## src/include/adc_ctl_pkg.sv

```systemverilog
// shared constants and types for the converter control and the core-side end
package adc_ctl_pkg;

  // ************************************************************
  // converter register offsets, seen through the link
  // ************************************************************
  localparam logic [5:0] OFS_RESULT_LOW   = 6'h19;
  localparam logic [5:0] OFS_RESULT_HIGH  = 6'h1A;
  localparam logic [5:0] OFS_CHAN_REF     = 6'h1B;
  localparam logic [5:0] OFS_CTRL_B       = 6'h1C;
  localparam logic [5:0] OFS_CTRL_STATUS  = 6'h1D;

  // ************************************************************
  // core-side registers
  // ************************************************************
  localparam logic [5:0] OFS_SLEEP_CTRL   = 6'h35;
  localparam logic [5:0] OFS_CORE_STATUS  = 6'h36;
  localparam logic [5:0] OFS_IRQ_GLOBAL   = 6'h3F;

  // ************************************************************
  // field positions
  // ************************************************************
  localparam int BIT_ENABLE     = 7;
  localparam int BIT_START      = 6;
  localparam int BIT_AUTO_TRIG  = 5;
  localparam int BIT_DONE_FLAG  = 4;
  localparam int BIT_DONE_IE    = 3;
  localparam int BIT_LEFT_ADJ   = 7;
  localparam int BIT_SLEEP_GO   = 0;
  localparam int BIT_GLOBAL_IE  = 7;

  // ************************************************************
  // reset values and conversion figures
  // ************************************************************
  localparam logic [7:0] REG_RESET      = 8'h00;
  localparam int         RESULT_W       = 10;
  localparam int         FULL_SCALE     = 1024;
  localparam logic [9:0] CODE_MAX       = 10'h3FF;
  localparam int         NORMAL_CYCLES  = 15;
  localparam int         FIRST_CYCLES   = 26;

  // sleep states the core may enter
  typedef enum logic [1:0] {
    SLP_IDLE,
    SLP_NOISE_RED,
    SLP_POWER_DOWN,
    SLP_STANDBY
  } sleep_mode_t;

endpackage

```

## src/include/adc_link_if.sv

```systemverilog
// link between the processor core end and the converter control end
`timescale 1ns/10ps
interface adc_link_if;
  import adc_ctl_pkg::*;

  logic [5:0]  addr;
  logic [7:0]  wdata;
  logic        wr;
  logic        rd;
  logic [7:0]  rdata;
  sleep_mode_t sleep_mode;
  logic        halted;
  logic        irq_req;
  logic        irq_ack;

  modport dev (
    input  addr, wdata, wr, rd, sleep_mode, halted, irq_ack,
    output rdata, irq_req
  );

  modport core (
    output addr, wdata, wr, rd, sleep_mode, halted, irq_ack,
    input  rdata, irq_req
  );
endinterface

```

## src/rtl/adc_sleep_conv.sv

```systemverilog
// converter control: sleep-started conversion, completion flag, locked result readout
//
// Design decisions made here: the register addresses and strobed register access.
`timescale 1ns/10ps

module adc_sleep_conv
  import adc_ctl_pkg::*;
(
  // clock and reset
  input  wire logic                clk,
  input  wire logic                rst,
  // link to the core
  adc_link_if.dev                  link,
  // analog side
  input  wire logic [RESULT_W-1:0] sar_code,
  output logic      [2:0]          channel_sel,
  output logic      [1:0]          reference_sel,
  output logic                     analog_power,
  output logic                     conv_active
);

  typedef enum logic [1:0] {ST_IDLE, ST_WAIT, ST_CONV} conv_state_t;

  // ************************************************************
  // decoding helpers
  // ************************************************************

  // last prescaler count for a division setting
  function automatic logic [6:0] presc_last(input logic [2:0] ps);
    logic [7:0] div;
    div = (ps < 3'h2) ? 8'h02 : (8'h01 << ps);
    return 7'(div - 8'h01);
  endfunction

  // byte of the result as software sees it
  function automatic logic [7:0] result_byte(input logic [9:0] r, input logic ladj,
                                             input logic high);
    logic [15:0] word;
    word = ladj ? {r, 6'h00} : {6'h00, r};
    return high ? word[15:8] : word[7:0];
  endfunction

  // ************************************************************
  // registers
  // ************************************************************
  conv_state_t   state_r;
  logic          enable_r;
  logic          auto_trig_r;
  logic          done_flag_r;
  logic          done_ie_r;
  logic [2:0]    presc_sel_r;
  logic          left_adj_r;
  logic [2:0]    trig_src_r;
  logic [2:0]    chan_buf_r;
  logic [1:0]    ref_buf_r;
  logic [2:0]    chan_r;
  logic [1:0]    ref_r;
  logic [6:0]    presc_cnt_r;
  logic [4:0]    cyc_r;
  logic          first_r;
  logic          conv_first_r;
  logic [9:0]    result_r;
  logic          lock_r;
  logic          halted_q_r;
  logic [7:0]    rdata_r;

  logic          wr_ctrl;
  logic          tick;
  logic          finish;
  logic          sleep_start;
  logic          sw_start;
  logic [4:0]    conv_last;

  assign wr_ctrl   = link.wr && (link.addr == OFS_CTRL_STATUS);
  assign tick      = enable_r && (presc_cnt_r >= presc_last(presc_sel_r)); // no wrap on a smaller divider
  assign conv_last = conv_first_r ? 5'(FIRST_CYCLES - 1) : 5'(NORMAL_CYCLES - 1);
  assign finish    = (state_r == ST_CONV) && tick && (cyc_r == conv_last);

  // software start: a one written to the start bit with the enable bit set in the same write, while idle
  assign sw_start = wr_ctrl && link.wdata[BIT_START] && link.wdata[BIT_ENABLE]
                    && (state_r == ST_IDLE);

  // core has just halted in idle or noise-reduction sleep with the converter ready
  assign sleep_start = link.halted && !halted_q_r
                       && ((link.sleep_mode == SLP_IDLE)
                           || (link.sleep_mode == SLP_NOISE_RED))
                       && enable_r && !auto_trig_r && (state_r == ST_IDLE);

  // ************************************************************
  // control and configuration registers
  // ************************************************************

  // control/status fields other than the flag and the start bit
  always_ff @(posedge clk) begin
    if (rst) begin
      enable_r    <= 1'b0;
      auto_trig_r <= 1'b0;
      done_ie_r   <= 1'b0;
      presc_sel_r <= 3'h0;
    end else if (wr_ctrl) begin
      enable_r    <= link.wdata[BIT_ENABLE];
      auto_trig_r <= link.wdata[BIT_AUTO_TRIG];
      done_ie_r   <= link.wdata[BIT_DONE_IE];
      presc_sel_r <= link.wdata[2:0];
    end
  end

  // control b and channel/reference buffers
  always_ff @(posedge clk) begin
    if (rst) begin
      left_adj_r <= 1'b0;
      trig_src_r <= 3'h0;
      chan_buf_r <= 3'h0;
      ref_buf_r  <= 2'h0;
    end else if (link.wr) begin
      if (link.addr == OFS_CTRL_B) begin
        left_adj_r <= link.wdata[BIT_LEFT_ADJ];
        trig_src_r <= link.wdata[2:0];
      end
      if (link.addr == OFS_CHAN_REF) begin
        chan_buf_r <= link.wdata[2:0];
        ref_buf_r  <= link.wdata[7:6];
      end
    end
  end

  // selection follows the buffer except while a conversion runs
  always_ff @(posedge clk) begin
    if (rst) begin
      chan_r <= 3'h0;
      ref_r  <= 2'h0;
    end else if (state_r != ST_CONV) begin
      chan_r <= chan_buf_r;
      ref_r  <= ref_buf_r;
    end
  end

  // ************************************************************
  // prescaler and conversion sequencing
  // ************************************************************

  // prescaler runs while enabled, held clear otherwise
  always_ff @(posedge clk) begin
    if (rst || !enable_r || tick) presc_cnt_r <= 7'h00;
    else                           presc_cnt_r <= presc_cnt_r + 7'h01;
  end

  // sequencer: a request waits for the next converter clock edge
  always_ff @(posedge clk) begin
    if (rst) begin
      state_r      <= ST_IDLE;
      cyc_r        <= 5'h00;
      conv_first_r <= 1'b0;
    end else if (wr_ctrl && !link.wdata[BIT_ENABLE]) begin
      state_r <= ST_IDLE;                       // disabling ends any conversion
    end else begin
      unique case (state_r)
        ST_IDLE: if (sw_start || sleep_start) state_r <= ST_WAIT;
        ST_WAIT: if (tick) begin
          state_r      <= ST_CONV;
          cyc_r        <= 5'h00;
          conv_first_r <= first_r;
        end
        ST_CONV: if (tick) begin
          if (finish) state_r <= ST_IDLE;
          else        cyc_r   <= cyc_r + 5'h01;
        end
      endcase
    end
  end

  // first conversion after enabling is the long one
  always_ff @(posedge clk) begin
    if (rst)                                                 first_r <= 1'b1;
    else if (!enable_r || (wr_ctrl && !link.wdata[BIT_ENABLE])) first_r <= 1'b1;
    else if ((state_r == ST_WAIT) && tick)                   first_r <= 1'b0;
  end

  // remember the halt level to find its rising edge
  always_ff @(posedge clk) begin
    if (rst) halted_q_r <= 1'b0;
    else     halted_q_r <= link.halted;
  end

  // ************************************************************
  // completion flag and result
  // ************************************************************

  // set by completion; cleared by vector or written one; set wins
  always_ff @(posedge clk) begin
    if (rst)                                                  done_flag_r <= 1'b0;
    else if (finish)                                          done_flag_r <= 1'b1;
    else if (link.irq_ack || (wr_ctrl && link.wdata[BIT_DONE_FLAG])) done_flag_r <= 1'b0;
  end

  // result captured at completion unless the low byte froze it
  always_ff @(posedge clk) begin
    if (rst)                     result_r <= 10'h000;
    else if (finish && !lock_r)  result_r <= sar_code;
  end

  // low-byte read locks, high-byte read unlocks
  always_ff @(posedge clk) begin
    if (rst)                                               lock_r <= 1'b0;
    else if (link.rd && (link.addr == OFS_RESULT_LOW))     lock_r <= 1'b1;
    else if (link.rd && (link.addr == OFS_RESULT_HIGH))    lock_r <= 1'b0;
  end

  // ************************************************************
  // read port: data one cycle after the strobe
  // ************************************************************
  always_ff @(posedge clk) begin
    if (rst) begin
      rdata_r <= REG_RESET;
    end else if (link.rd) begin
      unique case (link.addr)
        OFS_RESULT_LOW:  rdata_r <= result_byte(result_r, left_adj_r, 1'b0);
        OFS_RESULT_HIGH: rdata_r <= result_byte(result_r, left_adj_r, 1'b1);
        OFS_CHAN_REF:    rdata_r <= {ref_buf_r, 3'h0, chan_buf_r};
        OFS_CTRL_B:      rdata_r <= {left_adj_r, 4'h0, trig_src_r};
        OFS_CTRL_STATUS: rdata_r <= {enable_r, (state_r != ST_IDLE), auto_trig_r,
                                     done_flag_r, done_ie_r, presc_sel_r};
        default:         rdata_r <= REG_RESET;
      endcase
    end else begin
      rdata_r <= REG_RESET;
    end
  end

  // ************************************************************
  // outputs
  // ************************************************************
  assign link.rdata    = rdata_r;
  assign link.irq_req  = done_flag_r && done_ie_r;
  assign analog_power  = enable_r;
  assign conv_active   = (state_r == ST_CONV);
  assign channel_sel   = chan_r;
  assign reference_sel = ref_r;

endmodule // adc_sleep_conv

```

## src/flat_wrapper.sv

```systemverilog
// flat-port wrapper written by rule: the top's interface ports become plain ports
module adc_sleep_conv_flat import adc_ctl_pkg::*;
  (clk, rst, sar_code, channel_sel, reference_sel, analog_power, conv_active, link_addr, link_wdata, link_wr, link_rd, link_sleep_mode, link_halted, link_irq_ack, link_rdata, link_irq_req);
  adc_link_if link_i ();
  input  wire logic clk;
  input  wire logic rst;
  input  wire logic [RESULT_W-1:0] sar_code;
  output logic      [2:0] channel_sel;
  output logic      [1:0] reference_sel;
  output logic analog_power;
  output logic conv_active;
  input wire logic [$bits(link_i.addr)-1:0] link_addr;
  input wire logic [$bits(link_i.wdata)-1:0] link_wdata;
  input wire logic [$bits(link_i.wr)-1:0] link_wr;
  input wire logic [$bits(link_i.rd)-1:0] link_rd;
  input wire logic [$bits(link_i.sleep_mode)-1:0] link_sleep_mode;
  input wire logic [$bits(link_i.halted)-1:0] link_halted;
  input wire logic [$bits(link_i.irq_ack)-1:0] link_irq_ack;
  output wire logic [$bits(link_i.rdata)-1:0] link_rdata;
  output wire logic [$bits(link_i.irq_req)-1:0] link_irq_req;
  assign link_i.addr = link_addr;
  assign link_i.wdata = link_wdata;
  assign link_i.wr = link_wr;
  assign link_i.rd = link_rd;
  assign link_i.sleep_mode = link_sleep_mode;
  assign link_i.halted = link_halted;
  assign link_i.irq_ack = link_irq_ack;
  assign link_rdata = link_i.rdata;
  assign link_irq_req = link_i.irq_req;
  adc_sleep_conv u_core (.clk(clk), .rst(rst), .link(link_i), .sar_code(sar_code), .channel_sel(channel_sel), .reference_sel(reference_sel), .analog_power(analog_power), .conv_active(conv_active));
endmodule
```

## config.mk

```make
export PLATFORM = sky130hd
export DESIGN_NAME = adc_sleep_conv_flat
export DESIGN_NICKNAME = d
export VERILOG_FILES = /design/src/include/adc_ctl_pkg.sv /design/src/include/adc_link_if.sv /design/src/rtl/adc_sleep_conv.sv /design/src/flat_wrapper.sv
export SDC_FILE = /design/constraint.sdc
export NUM_CORES = 1
export LEC_CHECK = 0
export CAP_MARGIN = 20
export CORE_MARGIN = 10
export CORE_UTILIZATION = 52
export CTS_BUF_LIST = sky130_fd_sc_hd__clkbuf_8 sky130_fd_sc_hd__clkbuf_16
export DETAILED_ROUTE_END_ITERATION = 12
export DONT_BUFFER_PORTS = 1
export PLACE_DENSITY = 0.77
export SYNTH_ARGS = -nofsm -noshare
export SYNTH_HDL_FRONTEND = slang
export SYNTH_SLANG_ARGS = --single-unit
```

## constraint.sdc

```tcl
create_clock -name clk -period 5.6 [get_ports clk]
set_input_delay 1.12 -clock clk [delete_from_list [all_inputs] [get_ports clk]]
set_output_delay 1.12 -clock clk [all_outputs]
set_load 0.05 [all_outputs]
```

==> metrics.txt <==
maximum clock path buffer count 2; largest net degree at the start of global routing 44; placed wire-length estimate 4430 µm; Hold Vio Cnt, Final 0; post-synth top area cell dfxtp_1; clk sinks 57; Max-cap violations 0; Synth Instances 317; number of global-route vias before repair between 2000 and 2500; nets@finish ~360; Post-CTS Hold Buffers 0; syn avg cell area 8.57 µm²; Setup crit start kind flop; WL met3 612 µm; post-synthesis register bit count 57; 1st-iter DRT viols 230; Residual DRC 0; Max Used Layer met4; Placed Area approximately 2700 µm²; FMAX around 0.35 GHz; Syn Nets between 300 and 400; routed length on met2 2770 µm; CTS Buf Count 9; post-route cell area between 2000 and 3000 µm²; # setup viols final 0; initial antenna violation count 0; R2R cell count 6; status completed; Initial DRT Pass Iterations 4; Antenna Nets Post-Route 0; gr usage total around 15%; RSZ-0062 raised after global routing false; Max-slew headroom between 30% and 40%; Hold/Removal Path Class flop to flop; Fin Setup TNS 0 ns; post-synth top area share about two fifths; later-pin clock latency in the skew report 0.34 ns; DR vias roughly 2200; share of layout cells above drive strength 1 under 10%; IO Pins 48; Vias/cell about 5.7; CP cell instances inv_1 > ha_1 > o21ai_0 > or4b_1 > or4_1 > a21oi_1; core area a little over 5000 µm²; Pwr Density 274 nW/µm²; CP arrival ~3.2 ns; Hold Startpoint u_core.presc_cnt_r[0]; Die Area between 8000 and 9000 µm²; EDFF count, synth 0; WHS Path Cells 1; CP max stage delay ~0.85 ns; metal1 wirelength approximately 2600 µm; cell row count 26; Layout Utilization between 50 and 60%; Area Overhead vs Synth 7.50%; Die Y 92.3 µm; Worst VDD drop roughly 170 µV; LEAKAGE ~1.0 nW; clk_skew around 0.0068 ns; reg2reg start u_core.state_r[0]; slowest CP cell ha_1; H-tree levels 3; # diodes 0; Critical Path RT 5.87 ns; Synth area leaders dfxtp_1 42%, mux2i_1 9.6%, nor2_1 6.5%; Ys Warns 0; Port Buffers 0; Worst-path clk slew approximately 0.06 ns; post-synthesis sequential area ratio between 40% and 50%; total setup buffers inserted after CTS 0; synth cell count leaders 57 x dfxtp_1, 47 x nor2_1, 31 x nand2_1; crit path kind flop to flop; Overflow after GRT 0; max-slew violation count 0; share of flip-flops with an asynchronous set or reset 0%; worst-margin pin slew 1.04 ns; Resized cells post-CTS 0; Mapped Area between 2000 and 3000 µm²; Final Wtd Congestion ~0.86; Crit. Startpoint u_core.state_r[0]; CP Max Fanout 13; DR WL/cell ~16 µm; Total Wirelength between 6000 and 7000 µm; global-route wire length before repair ~10000 µm; endpoint class of the critical path flop; CTS tree done; ys flop type dfxtp_1; crit share post-route about half; die width just over 90 µm; root buf cell clkbuf_8; Yosys cell types 42; most frequent cell after synthesis dfxtp_1; Starting Density a little over half; min Tclk post-route 2.90 ns; Fin Hold WS ~0.47 ns
-- layout by cell type (no fill, tap or decap), drive strengths merged, types with 6 or more instances in the layout --
cell type and instances:
dfxtp 57, nor2 47, nand2 31, a21oi 26, mux2i 26, nand3 14
ha 13, clkbuf 10, nor3 9, o21ai 9, a31oi 8, inv 7
mux2 6
-- critical path: cells and delay by family, from the launching register on --
family	cells	cell delay, ns
buf+inv	1	0.09
compound gates	2	0.34
simple gates	2	1.20
fa+ha+maj	1	0.85
flops	1	0.34
-- stage by stage --
stage / power, mW / cells / worst slack, ns
after floorplan: 0.450 / 317 / 2.87
after global placement: 0.448 / 370 / 2.49
after detailed placement: 0.449 / 370 / 2.48
after CTS: 0.809 / 384 / 2.68
after global routing: 0.831 / 384 / 2.55
final: 0.802 / 384 / 2.70
-- cells by family after synthesis --
kind of cell	Yosys count	share of synthesized area (%)
and+or+nand+nor	131	23.2
DFF	57	42.0
AOI/OAI and AO/OA	54	11.6
muxes	32	12.1
buffers and inverters	24	3.41
adders and majority gates	13	5.99
xor gates and xnor gates	5	1.61
other	1	0.138
-- registers in the layout, indices dropped and copies added, names as in the netlist, 2 cells and up --
register              cells
u_core.channel_sel        3
u_core.presc_sel_r        3
u_core.trig_src_r         3
u_core.link.rdata         8
u_core.presc_cnt_r        7
u_core.chan_buf_r         3
u_core.result_r          10
u_core.ref_buf_r          2
u_core.cyc_r              5
u_core.reference_sel      2
u_core.state_r            2
-- cell type report --
class | count | area (µm²)
Clock buffer | 10 | 138
Clock inverter | 4 | 45.0
Fill cell | 470 | 2150
Inverter | 7 | 26.3
Multi-Input combinational cell | 236 | 1480
Sequential cell | 57 | 1140
Tap cell | 70 | 87.6
-- per-layer routing --
| layer | up-vias | global-route usage [%] |
|---|---|---|
| met5 | - | 0 |
| met4 | 0 | 5.53 |
| met3 | 10 | 8.23 |
| met2 | 61 | 22.4 |
| met1 | 1021 | 16.6 |
| li1 | 1092 | - |
-- final timing paths --
path | endpoint | slack [ns]
max | u_core.cyc_r[3] | 2.70
min | u_core.presc_cnt_r[0] | 0.47
max reg2reg | u_core.cyc_r[3] | 2.70
min reg2reg | u_core.presc_cnt_r[0] | 0.47
-- where the power goes --
part | switching [mW] | internal (mW)
registers | 0.00297 | 0.408
logic | 0.0161 | 0.0130
clock network | 0.152 | 0.210
total | 0.171 | 0.631
Power figures use the tool's default switching activity.
